[src/rtl/cdck_pkg.sv]
// package: register map, field layout and timing constants of the decoder clock control
package cdck_pkg;
  // register byte addresses (relative to the decoder base)
  localparam logic [11:0] CDCK_OWN_LAST      = 12'h24C;
  localparam logic [11:0] CDCK_HOST_FIRST    = 12'h2A0;
  localparam logic [11:0] CDCK_HOST_LAST     = 12'h374;
  localparam logic [11:0] CDCK_ADDR_PLL      = 12'h200;
  localparam logic [11:0] CDCK_ADDR_CORE     = 12'h204;
  localparam logic [11:0] CDCK_ADDR_BITCLK   = 12'h208;
  localparam logic [11:0] CDCK_ADDR_SPDIF    = 12'h20C;
  localparam logic [11:0] CDCK_ADDR_DEBUG    = 12'h210;
  localparam logic [11:0] CDCK_ADDR_SERIAL   = 12'h214;
  localparam logic [11:0] CDCK_ADDR_STATUS   = 12'h218;
  localparam int          CDCK_HOST_WORDS    = 62;
  // field positions
  localparam int          CDCK_BIT_CRYSTAL_16M_SELECT     = 0;
  localparam int          CDCK_BIT_SLEEP     = 7;
  localparam int          CDCK_BIT_GATE      = 7;
  localparam int          CDCK_BIT_SLAVE     = 0;
  localparam int          CDCK_BIT_BCLK_RX   = 1;
  localparam int          CDCK_DIV_W         = 3;
  localparam int          CDCK_WIDE_DIV_W    = 7;
  // reset values
  localparam logic [7:0]  CDCK_RST_PLL       = 8'h00;
  localparam logic [7:0]  CDCK_RST_CORE      = 8'h02;
  localparam logic [7:0]  CDCK_RST_BITCLK    = 8'h17;
  localparam logic [7:0]  CDCK_RST_SPDIF     = 8'h05;
  localparam logic [7:0]  CDCK_RST_DEBUG     = 8'h11;
  localparam logic [7:0]  CDCK_RST_SERIAL    = 8'h00;
  localparam logic [7:0]  CDCK_ZERO_BYTE     = 8'h00;
  localparam logic [31:0] CDCK_ZERO_WORD     = 32'h0000_0000;
  // master clock figures, kHz
  localparam int          CDCK_XTAL_KHZ      = 8467;
  localparam int          CDCK_MULT          = 8;
endpackage : cdck_pkg

[src/rtl/cdck_clock_control.sv]
// module: decoder clock control with register port
`timescale 1ns/1ps
// =========================================================
// What this block does
// [RL1] generate four clock domains: master, core, audio bit, S/PDIF
// [RL2] master clock 67.7376 MHz from 8.4672 MHz crystal times eight
// [RL3] 16 MHz select halves crystal; software sets it to match crystal
// [RL4] core clock is master divided by two, 50 percent duty
// [RL5] core clock divided further by system clock divider field
// [RL6] core config register holds sleep control stopping core, debug line and external DAC clocks
// [RL7] software keeps RF bit rate over core clock within 0.25 to 2
// [RL8] software keeps RF bit rate over core clock at most 1.7
// [RL9] audio bit clock runs serial back end and is driven out
// [RL10] slave mode: software sets bit clock 44100 x 2 x slot width
// [RL11] gated master mode: bit clock above output rate, 2.8224 MHz for 32-bit
// [RL12] bit clock register selects divider and holds gating enable
// [RL13] S/PDIF back end enabled only in audio slave mode
// [RL14] software sets S/PDIF clock to 44100 x 64 = 2.8224 MHz
// [RL15] RF sample clock fixed at master clock rate, captures converter samples
// [RL16] receive mode uses external bit clock input instead of own
// [RL17] debug line clock frequency set in debug clock register
// [RL18] external DAC clock frequency set in debug clock register
// [RL19] registers reachable through the processor slave port
// [RL20] 8-bit registers in 32-bit slots, upper 24 bits zero
// [RL21] own registers decode within 0x000 to 0x24C
// [RL22] hosted registers at 0x2A0 to 0x374, no effect on decoder
// [RL23] divider and gating changes take effect at divided-clock boundary
module cdck_clock_control
  import cdck_pkg::*;
#(
  parameter int HOST_WORDS = CDCK_HOST_WORDS
) (
  input  wire logic        mclk,
  input  wire logic        srst,
  input  wire logic [11:0] reg_addr,
  input  wire logic [31:0] reg_wdata,
  input  wire logic        reg_wr,
  input  wire logic        reg_rd,
  output logic      [31:0] reg_rdata,
  input  wire logic        xtal_ref,
  input  wire logic        ext_bit_clock,
  output logic             pll_ref_en,
  output logic             core_clock_en,
  output logic             bit_clock_en,
  output logic             bit_clock_out,
  output logic             spdif_clock_en,
  output logic             spdif_enable,
  output logic             rf_sample_clock_en,
  output logic             debug_line_clock,
  output logic             external_dac_clock,
  output logic             crystal_16m_select,
  output logic             sleep_state
);

  // =========================================================
  // registers
  logic [7:0] analog_pll_control_reg;
  logic [7:0] core_clock_config_reg;
  logic [7:0] audio_bit_clock_config_reg;
  logic [7:0] spdif_clock_config_reg;
  logic [7:0] debug_clock_config_reg;
  logic [7:0] audio_serial_config_reg;
  logic [7:0] host_reg [HOST_WORDS];

  function automatic logic in_own(input logic [11:0] a);
    in_own = (a <= CDCK_OWN_LAST) && (a[1:0] == 2'b00); // RL21
  endfunction : in_own

  function automatic logic in_host(input logic [11:0] a);
    in_host = (a >= CDCK_HOST_FIRST) && (a <= CDCK_HOST_LAST) && (a[1:0] == 2'b00); // RL22
  endfunction : in_host

  // offset only means something inside the hosted window
  logic [11:0] host_off;
  logic [5:0]  host_idx;
  assign host_off = reg_addr - CDCK_HOST_FIRST;
  assign host_idx = host_off[7:2];

  always_ff @(posedge mclk) begin
    if (srst) begin
      analog_pll_control_reg     <= CDCK_RST_PLL;
      core_clock_config_reg      <= CDCK_RST_CORE;
      audio_bit_clock_config_reg <= CDCK_RST_BITCLK;
      spdif_clock_config_reg     <= CDCK_RST_SPDIF;
      debug_clock_config_reg     <= CDCK_RST_DEBUG;
      audio_serial_config_reg    <= CDCK_RST_SERIAL;
    end else if (reg_wr && in_own(reg_addr)) begin // RL19
      case (reg_addr)
        CDCK_ADDR_PLL:    analog_pll_control_reg     <= reg_wdata[7:0];
        CDCK_ADDR_CORE:   core_clock_config_reg      <= reg_wdata[7:0];
        CDCK_ADDR_BITCLK: audio_bit_clock_config_reg <= reg_wdata[7:0];
        CDCK_ADDR_SPDIF:  spdif_clock_config_reg     <= reg_wdata[7:0];
        CDCK_ADDR_DEBUG:  debug_clock_config_reg     <= reg_wdata[7:0];
        CDCK_ADDR_SERIAL: audio_serial_config_reg    <= reg_wdata[7:0];
        default: ;
      endcase
    end
  end

  // hosted bytes only store; nothing but the read port reads them
  always_ff @(posedge mclk) begin
    if (srst) begin
      for (int i = 0; i < HOST_WORDS; i++) host_reg[i] <= CDCK_ZERO_BYTE;
    end else if (reg_wr && in_host(reg_addr)) begin
      host_reg[host_idx] <= reg_wdata[7:0]; // RL22
    end
  end

  // =========================================================
  // read port: data in the cycle after the strobe only
  logic [7:0] next_rbyte;
  always_comb begin
    next_rbyte = CDCK_ZERO_BYTE;
    if (in_host(reg_addr)) next_rbyte = host_reg[host_idx];
    else begin
      case (reg_addr)
        CDCK_ADDR_PLL:    next_rbyte = analog_pll_control_reg;
        CDCK_ADDR_CORE:   next_rbyte = core_clock_config_reg;
        CDCK_ADDR_BITCLK: next_rbyte = audio_bit_clock_config_reg;
        CDCK_ADDR_SPDIF:  next_rbyte = spdif_clock_config_reg;
        CDCK_ADDR_DEBUG:  next_rbyte = debug_clock_config_reg;
        CDCK_ADDR_SERIAL: next_rbyte = audio_serial_config_reg;
        CDCK_ADDR_STATUS: next_rbyte = {4'h0, spdif_enable, sleep_state,
                                        bit_clock_out, core_clock_en};
        default:          next_rbyte = CDCK_ZERO_BYTE;
      endcase
    end
  end

  always_ff @(posedge mclk) begin
    if (srst) reg_rdata <= CDCK_ZERO_WORD;
    else if (reg_rd) reg_rdata <= {24'h000000, next_rbyte}; // RL20
    else reg_rdata <= CDCK_ZERO_WORD;
  end

  // =========================================================
  // master clock stage: mclk stands for the multiplied master clock
  logic xtal_half;
  always_ff @(posedge mclk) begin
    if (srst) xtal_half <= 1'b0;
    else xtal_half <= ~xtal_half;
  end

  always_ff @(posedge mclk) begin
    if (srst) begin
      crystal_16m_select <= 1'b0;
      pll_ref_en         <= 1'b0;
      rf_sample_clock_en <= 1'b0;
    end else begin
      crystal_16m_select <= analog_pll_control_reg[CDCK_BIT_CRYSTAL_16M_SELECT];
      // 16 MHz crystal: reference passes every second edge only
      pll_ref_en <= xtal_ref & (~analog_pll_control_reg[CDCK_BIT_CRYSTAL_16M_SELECT] | xtal_half); // RL3
      rf_sample_clock_en <= 1'b1; // RL15 RL2
    end
  end

  // =========================================================
  // core clock: master / 2, then / 2^div; sleep stops it
  // 8-bit count: exponent 7 needs a 256-cycle period
  logic [7:0]            core_cnt;
  logic [CDCK_DIV_W-1:0] core_div;
  logic                  core_sleep;
  logic [7:0]            core_top;
  assign core_top = 8'((2 << core_div) - 1); // RL4 RL5
  always_ff @(posedge mclk) begin
    if (srst) begin
      core_cnt      <= '0;
      core_div      <= CDCK_RST_CORE[CDCK_DIV_W-1:0];
      core_sleep    <= 1'b0;
      core_clock_en <= 1'b0;
      sleep_state   <= 1'b0;
    end else begin
      core_clock_en <= (core_cnt == core_top) & ~core_sleep; // RL1 RL6
      sleep_state   <= core_sleep;
      if (core_cnt >= core_top) begin
        core_cnt   <= '0;
        core_div   <= core_clock_config_reg[CDCK_DIV_W-1:0]; // RL23
        core_sleep <= core_clock_config_reg[CDCK_BIT_SLEEP];
      end else core_cnt <= core_cnt + 8'h01;
    end
  end

  // =========================================================
  // programmable dividers share one shape: toggle per (div+1) master cycles
  logic [7:0] div_cfg [4];
  logic [3:0] div_run;
  logic [3:0] div_lvl;
  logic [3:0] div_tick;
  assign div_cfg[0] = audio_bit_clock_config_reg;
  assign div_cfg[1] = spdif_clock_config_reg;
  assign div_cfg[2] = {4'h0, debug_clock_config_reg[3:0]};
  assign div_cfg[3] = {4'h0, debug_clock_config_reg[7:4]};
  // debug and dac clocks (indices 2, 3) are among those stopped in sleep
  assign div_run = {~core_sleep, ~core_sleep, 1'b1, 1'b1};

  for (genvar g = 0; g < 4; g++) begin : g_div
    logic [6:0] cnt;
    logic [6:0] top;
    always_ff @(posedge mclk) begin
      if (srst) begin
        cnt         <= '0;
        top         <= '0;
        div_lvl[g]  <= 1'b0;
        div_tick[g] <= 1'b0;
      end else begin
        div_tick[g] <= 1'b0;
        if (cnt >= top) begin
          cnt <= '0;
          // new ratio only loads at the half-period boundary
          top <= div_cfg[g][CDCK_WIDE_DIV_W-1:0]; // RL23 RL12 RL17 RL18
          if (div_run[g]) begin
            div_lvl[g]  <= ~div_lvl[g];
            div_tick[g] <= ~div_lvl[g];
          end
        end else cnt <= cnt + 7'h01;
      end
    end
  end

  // =========================================================
  // audio bit clock, S/PDIF and debug outputs
  logic gate_on;
  logic rx_mode;
  always_ff @(posedge mclk) begin
    if (srst) begin
      gate_on <= 1'b0;
      rx_mode <= 1'b0;
    end else if (~div_lvl[0]) begin
      // low phase only: switching here cannot clip a high pulse
      gate_on <= audio_bit_clock_config_reg[CDCK_BIT_GATE]; // RL23 RL12
      rx_mode <= audio_serial_config_reg[CDCK_BIT_BCLK_RX];
    end
  end

  always_ff @(posedge mclk) begin
    if (srst) begin
      bit_clock_out      <= 1'b0;
      bit_clock_en       <= 1'b0;
      spdif_clock_en     <= 1'b0;
      spdif_enable       <= 1'b0;
      debug_line_clock   <= 1'b0;
      external_dac_clock <= 1'b0;
    end else begin
      bit_clock_out  <= rx_mode ? ext_bit_clock : (div_lvl[0] & ~gate_on); // RL9 RL16
      bit_clock_en   <= ~rx_mode & div_tick[0] & ~gate_on;               // RL1
      spdif_enable   <= audio_serial_config_reg[CDCK_BIT_SLAVE];          // RL13
      spdif_clock_en <= div_tick[1] & audio_serial_config_reg[CDCK_BIT_SLAVE]; // RL13
      debug_line_clock   <= div_lvl[2];                                   // RL17
      external_dac_clock <= div_lvl[3];                                   // RL18
    end
  end

  // =========================================================
  // checks
  // register port
  a_rdata_high_zero: assert property (@(posedge mclk) disable iff (srst) // RL20
    reg_rdata[31:8] == 24'h000000) else $error("upper read bits not zero");
  a_rdata_idle: assert property (@(posedge mclk) disable iff (srst) // RL19
    !$past(reg_rd) |-> reg_rdata == CDCK_ZERO_WORD) else $error("read data outside slot");
  a_rdata_core: assert property (@(posedge mclk) disable iff (srst) // RL19
    ($past(reg_rd) && $past(reg_addr) == CDCK_ADDR_CORE) |->
    reg_rdata[7:0] == $past(core_clock_config_reg))
    else $error("core register read wrong");
  a_host_isolated: assert property (@(posedge mclk) disable iff (srst) // RL22
    (reg_wr && in_host(reg_addr)) |=> $stable(core_clock_config_reg))
    else $error("hosted write reached decoder register");
  // clock domains
  a_spdif_slave: assert property (@(posedge mclk) disable iff (srst) // RL13
    spdif_clock_en |-> spdif_enable) else $error("spdif clock outside slave mode");
  a_sleep_core: assert property (@(posedge mclk) disable iff (srst) // RL6
    sleep_state |=> !core_clock_en) else $error("core clock during sleep");
  a_sleep_debug: assert property (@(posedge mclk) disable iff (srst) // RL6
    (sleep_state && $past(sleep_state)) |->
    ($stable(debug_line_clock) && $stable(external_dac_clock)))
    else $error("debug clocks run in sleep");
  a_core_space: assert property (@(posedge mclk) disable iff (srst) // RL4
    core_clock_en |=> !core_clock_en) else $error("core clock not divided");
  a_core_hold: assert property (@(posedge mclk) disable iff (srst) // RL23
    (core_cnt < core_top) |=> $stable(core_div))
    else $error("core divider changed mid-period");
  a_gate_bitclk: assert property (@(posedge mclk) disable iff (srst) // RL12
    ($past(gate_on) && !$past(rx_mode)) |-> !bit_clock_out)
    else $error("gated bit clock moved");
  a_gate_edge: assert property (@(posedge mclk) disable iff (srst) // RL23
    div_lvl[0] |=> ($stable(gate_on) && $stable(rx_mode)))
    else $error("bit clock mode changed in high phase");
  a_bitclk_rise: assert property (@(posedge mclk) disable iff (srst) // RL9
    bit_clock_en |-> bit_clock_out) else $error("bit clock pulse without high level");
  a_rx_follow: assert property (@(posedge mclk) disable iff (srst) // RL16
    ($past(rx_mode) && rx_mode) |-> bit_clock_out == $past(ext_bit_clock))
    else $error("receive bit clock not followed");
  a_crystal_16m_select_ref: assert property (@(posedge mclk) disable iff (srst) // RL3
    (analog_pll_control_reg[CDCK_BIT_CRYSTAL_16M_SELECT] && !xtal_half) |=> !pll_ref_en)
    else $error("reference not halved");
  a_pll_full: assert property (@(posedge mclk) disable iff (srst) // RL3
    (!analog_pll_control_reg[CDCK_BIT_CRYSTAL_16M_SELECT] && xtal_ref) |=> pll_ref_en)
    else $error("reference not passed");
  a_rf_clock: assert property (@(posedge mclk) disable iff (srst) // RL15
    $past(srst) == 1'b0 |-> rf_sample_clock_en) else $error("rf sample clock missing");
  c_sleep: cover property (@(posedge mclk) disable iff (srst) $rose(sleep_state));
  c_gate: cover property (@(posedge mclk) disable iff (srst) $rose(gate_on));
  c_rx: cover property (@(posedge mclk) disable iff (srst) $rose(rx_mode));
  c_spdif: cover property (@(posedge mclk) disable iff (srst) spdif_clock_en);
  c_host_rd: cover property (@(posedge mclk) disable iff (srst) reg_rd && in_host(reg_addr));

endmodule : cdck_clock_control

[config.mk]
export PLATFORM = sky130hd
export DESIGN_NAME = cdck_clock_control
export DESIGN_NICKNAME = d
export VERILOG_FILES = /design/src/rtl/cdck_pkg.sv /design/src/rtl/cdck_clock_control.sv
export SDC_FILE = /design/constraint.sdc
export NUM_CORES = 1
export LEC_CHECK = 0
export BUFFER_PORTS_ARGS = -buffer_cell sky130_fd_sc_hd__buf_2
export CAP_MARGIN = 20
export CORE_ASPECT_RATIO = 1.4
export CORE_MARGIN = 4
export CORE_UTILIZATION = 50
export CTS_CLUSTER_DIAMETER = 150
export CTS_CLUSTER_SIZE = 12
export DETAILED_ROUTE_END_ITERATION = 8
export GPL_TIMING_DRIVEN = 0
export PLACE_DENSITY_LB_ADDON = 0.05
export SLEW_MARGIN = 5
export SYNTH_ARGS = -nofsm -noshare
export SYNTH_HDL_FRONTEND = slang
export SYNTH_SLANG_ARGS = --single-unit
[constraint.sdc]
create_clock -name mclk -period 9.4 [get_ports mclk]
set_clock_uncertainty 0.15 [all_clocks]
set_input_delay 1.88 -clock mclk [delete_from_list [all_inputs] [get_ports mclk]]
set_output_delay 1.88 -clock mclk [all_outputs]
set_load 0.01 [all_outputs]
# Word level (Yosys, flattened, before mapping)

Memory sizes are Yosys's and may differ from the RTL's.
Cells that the tools add are included.

Register bits after elaboration: 162
Memory bits (writable): 496
Input port bits: 50
Word-level logic and storage cells: 118
Memories: 1

Add/subtract/negate cells: 7
$lt $le $gt $ge: 8
Eq/ne operators: 8
Shifts and indexed selects: 1
Multiplexer cells: 12
Bitwise gates (word level): 19
Reduce and logical (&&, ||, !) cells: 23

Memory list:

| memory   | words | width | rd ports | clocked after memory_dff | wr ports | RTL line                 | RTL |
|---|---|---|---|---|---|---|---|
| host_reg | 62    | 8     | 1        | 0                        | 62       | cdck_clock_control.sv:63 | `logic [7:0] host_reg [HOST_WORDS];` |

Operator list:

| operator                                                            | number |
|---|---|
| == test 12 x 10 -> 1 bit, second input constant                     | 7 |
| one-hot mux 8 bit (7 select lines)                                  | 1 |
| adder 7 x 1 -> 7 bit, second input constant                         | 4 |
| <= comparator 12 x 10 -> 1 bit, second input constant               | 2 |
| 2-to-1 mux 8 bit                                                    | 2 |
| AND reduction 2 bit                                                 | 8 |
| OR reduction 2 bit                                                  | 8 |
| greater-or-equal comparator 7 x 4 -> 1 bit                          | 2 |
| greater-or-equal comparator 7 bit                                   | 2 |
| greater-or-equal comparator 12 x 10 -> 1 bit, second input constant | 1 |
| NOT 1 bit                                                           | 12 |
| adder 8 x 1 -> 8 bit, second input constant                         | 1 |
| == test 8 bit                                                       | 1 |
| greater-or-equal comparator 8 bit                                   | 1 |
| 2-to-1 mux 1 bit                                                    | 8 |
| OR reduction 8 bit                                                  | 1 |
| << shifter 2 x 3 -> 8 bit, first input constant                     | 1 |
| subtractor 8 x 2 -> 8 bit, second input constant                    | 1 |
| subtractor 8 bit, second input constant                             | 1 |
| bitwise AND 1 bit                                                   | 6 |
| 2-to-1 mux 6 bit                                                    | 1 |
| logical AND 1 bit                                                   | 5 |
| zero test 2 bit                                                     | 1 |
| bitwise OR 1 bit                                                    | 1 |

# Depth between registers and ports, before layout

Word-level depth: 9
Gate-level depth with buffers: 11
Mapped depth without buffers: 8

# Worst setup path before layout

OpenSTA, ideal clock, no wires.

Path kind: in2reg
Start point: input reg_addr[5]
End point: memory host_reg[10][0], enable pin
Setup time: 0.384 ns
Arrival: 4.257 ns
Data required time: 8.866 ns
Setup slack: 4.609 ns
Stages: 10
Buffers on the path: 4
Path through: buf_2 > clkinv_1 > ha_1 > clkbuf_1 > nor2b_1 > and2_1 > buf_2 > nand2_1 > buf_2 > o21ai_0

RTL lines:

| what        | RTL line                 | RTL |
|---|---|---|
| from (decl) | cdck_clock_control.sv:35 | `input wire logic [11:0] reg_addr,` |
| to (decl)   | cdck_clock_control.sv:63 |  |

==> impl.org <==
** Run
- Count of max-cap constraint violations :: 0

** STA
- Adding up every negative setup slack in the final design gives 0 ns.
- Transition time at the pin with the least slew margin :: 1.24 ns
- RSZ-0062 raised after global routing :: no
- In the finished design, the share of the clock period the worst path needs comes to between 60% and 70%.
- Setup violations remaining at the end of the flow were counted as 0.
- Counting I/O delays and the setup requirement, the final critical path takes ~5.7 ns.
- Max-slew violation count :: 0
- Highest Clock Rate :: ~180 MHz
- Count of endpoints failing hold in the final timing report :: 0
- In this run the tightest slew margin relative to its limit is between 10% and 20%.

** Synth
- Yosys reg bits :: 650
- YS warnings :: 0
- Cell area after synthesis :: a little under 30,000 sq um
- The most used flip-flop cell after synthesis is edfxtp_1.
- The netlist uses between 60 and 70 different library cells.
- EDFF count, synth :: 512
- Syn Inst Count :: between 2,000 and 2,500
- In this run the mean area of a mapped cell was around 13 sq um.
- Of all flip-flops after synthesis, the portion carrying an async set or reset was 0%.
- Sequential fraction of the synthesis area :: approximately 61%

** Floorplanning
- The initial utilization of the core area, before any placement, comes to 50.7%.
- From left edge to right edge, the die measures between 200 and 250 microns.
- The die is between 200 and 300 microns tall.
- Area of the die :: between 60,000 and 70,000 sq um
- The core region is 58,900 sq um.
- The initialized floorplan defines around 110 standard-cell rows.
- Top-Level Pins :: between 90 and 100

** Routing
- Vias per cell :: ~6.1
- Post-route DRC :: 0
- Via Count :: 19,500
- First-iteration detailed-routing DRC count :: between 2,000 and 2,500
- In this run the remaining antenna-violating nets after routing total 0.
- The pre-antenna-repair detailed-routing pass consisted of 6 iterations.
- Post-DR wirelength/cell :: about 31 microns
- For this block, the routed nets add up to slightly below 100,000 microns of wire.

** Hold path
- Min-delay worst type :: flip-flop to flip-flop

** Critical path
- The worst setup path is captured at a flip-flop.
- STA classifies the critical path startpoint as an input port.
- The critical path in this run is classified as input port to flip-flop.
- At the worst endpoint, the required time is roughly 9.6 ns.
- Arrival time of data at the critical path endpoint :: 5.89 ns
- Of all nets on the critical path, the largest fanout is 10.

** Clocking
- TritonCTS built the clock tree.
- The root buffer cell chosen for the clock tree is clkbuf_16.
- Buffers inserted to repair hold after CTS numbered 0.
- Resized Gates After CTS :: 0
- Setup repair bufs after CTS :: 0
- Clock slew at reported path FFs :: about 0.070 ns
- Count of H-tree levels built during CTS :: 2
- In this run the deepest clock path goes through 3 buffers.
- Clk sink count :: 650
- Number of clock buffers inserted by TritonCTS :: 60
- For the worst-skew pair, the clock arrives at the later sink with an insertion delay of 0.65 ns.

** Place
- Port buffering added just over 40 buffers.
- After legalization and detailed placement, the total HPWL measured a little over 70,000 microns.
- Routability-driven placement finished with a final weighted congestion of 0.969.

** GRT
- Pin count of the biggest net entering global routing :: 17
- First-pass GRT wire length :: 140,000 microns
- The initial antenna violation count is 1.
- For met1 alone, demand over resource in global routing was a little over a third.
- Total overflow reported by the global router :: 0
- Global routing used a little over half of the available met2 tracks.
- The number of global-route vias before repair was 19,600.
- Global routing used between 30% and 40% of the available tracks across all layers.
- Met3 global-route usage :: between 6 and 7%
- After global routing, the most crowded layer is met2.

** Pwr
- The analysis attributes to net switching a power of roughly 0.0016 W.
- Fraction of power consumed by the clock network :: roughly 37%
- Total power per unit cell area :: ~190 nW/um^2
- Fraction of power consumed by combinational cells :: between 10 and 15%
- Maximum resistive drop on vdd :: 0.165 mV
- Sequential cells account for between 50 and 60% of the total power.
- In this run switching power makes up around 25% of total power.
- Cell internal power was estimated by the tool at 0.00469 W.
- Static leakage :: 11.8 nW

** Outcome
- The run finished with clean final reports.

** Final layout
- Relative area change from synthesis to final layout :: 11.4%
- The final layout contains around 2,500 nets.
- Cells with a size suffix above 1 make up between 10% and 20% of the layout.
- Filler cell count :: a little under 5,000
- At the end of the flow the core is filled with cells to a little under three fifths.
- Flip-flop count of the largest register after layout :: 512
critical path, cell delays in order:
cell and delay, ns:
buf_2 0.15, buf_2 0.27, clkinv_1 0.37, ha_1 0.38
xnor2_1 0.61, clkbuf_1 0.59, nand3_1 0.37, buf_2 0.29
o21ai_0 0.69, buf_4 0.28
per-layer routing:
layer | wire length [microns] | up-vias | part of all wire, %
li1 | - | 8413 | -
met1 | 35400 | 9894 | 36
met2 | 50000 | 893 | 50
met3 | 7720 | 275 | 7.8
met4 | 6280 | 2 | 6.3
met5 | 13 | - | 0.013
cell families (layout without fill, tap and decap cells):
family | after synthesis | in the layout | share of synthesized area [%]
other cells | 1 | 29 | 0.0126
xor+xnor | 24 | 24 | 0.704
buf+inv | 209 | 414 | 3.17
compound gates | 197 | 197 | 4.10
fa+ha+maj | 35 | 35 | 1.47
flops | 650 | 650 | 60.8
simple gates | 866 | 866 | 16.2
mux | 254 | 254 | 13.6
cells in the mapped netlist (26+ instances only):
cell type	number	area share, %
edfxtp_1	512	52
and2_1	499	10
nor2_1	158	2.0
dfxtp_1	138	9.3
mux2i_1	125	4.2
mux4_2	120	9.1
clkbuf_1	102	1.3
nand2_1	85	1.1
o21ai_0	73	1.2
ha_1	35	1.5
buf_2	33	0.55
inv_1	31	0.39
nand3_1	31	0.52
buf_4	30	0.75
a21oi_1	27	0.45
nor3_1	26	0.44
power groups by stage:
stage | Combinational [W] | Sequential [W] | Clock [W]
floorplan | 0.000413 | 0.00333 | 0
global placement | 0.000665 | 0.00334 | 0
detailed placement | 0.000690 | 0.00335 | 0
CTS | 0.000691 | 0.00329 | 0.00232
global route | 0.000733 | 0.00330 | 0.00243
finish | 0.000697 | 0.00329 | 0.00230
cells in the final DEF (no fill, tap or decap), types with 15 or more instances in the layout:
| cell | instances |
|---|---|
| a21oi_1 | 27 |
| a22oi_1 | 25 |
| and2_1 | 499 |
| buf_2 | 94 |
| buf_4 | 63 |
| clkbuf_1 | 145 |
| clkbuf_16 | 61 |
| conb_1 | 28 |
| dfxtp_1 | 138 |
| edfxtp_1 | 512 |
| ha_1 | 35 |
| inv_1 | 31 |
| mux2i_1 | 125 |
| mux4_2 | 120 |
| nand2_1 | 85 |
| nand3_1 | 31 |
| nor2_1 | 158 |
| nor2b_1 | 15 |
| nor3_1 | 26 |
| o21ai_0 | 59 |
| o21ai_1 | 17 |
| o22ai_1 | 19 |
final timing paths:
path	startpoint	endpoint	slack, ns	cells after the start
worst max-delay path	reg_addr[5]	host_reg[60][7]	3.72	10
worst min-delay path	xtal_half	xtal_half	0.25	1
worst max register to register	core_div[2]	core_cnt[3]	6.80	9
worst min register to register	xtal_half	xtal_half	0.25	1
metrics by stage:
stage	cell area (sq um)	power, W	hold slack [ns]	setup WS, ns	instances
CTS	33200	0.00629	0.252	3.88	3216
global route	33200	0.00646	0.263	3.62	3217
global placement	31100	0.00401	0.241	2.82	3053
floorplan	29900	0.00374	0.228	4.61	2263
detailed placement	31500	0.00404	0.242	3.21	3109
finish	33200	0.00628	0.247	3.72	3218
final cells by class:
| cell class | count | area, sq um | area share (%) |
|---|---|---|---|
| timing repair buffer | 98 | 619 | 1.86 |
| tap | 749 | 937 | 2.82 |
| buffer | 177 | 827 | 2.49 |
| multi-input combinational | 1404 | 10900 | 32.7 |
| clock inverter | 3 | 57.6 | 0.173 |
| clock buffer | 104 | 1690 | 5.08 |
| antenna | 1 | 2.50 | 0.00753 |
| inverter | 32 | 120 | 0.361 |
| sequential | 650 | 18100 | 54.6 |
Note: power is estimated with default switching activity, not from simulation.
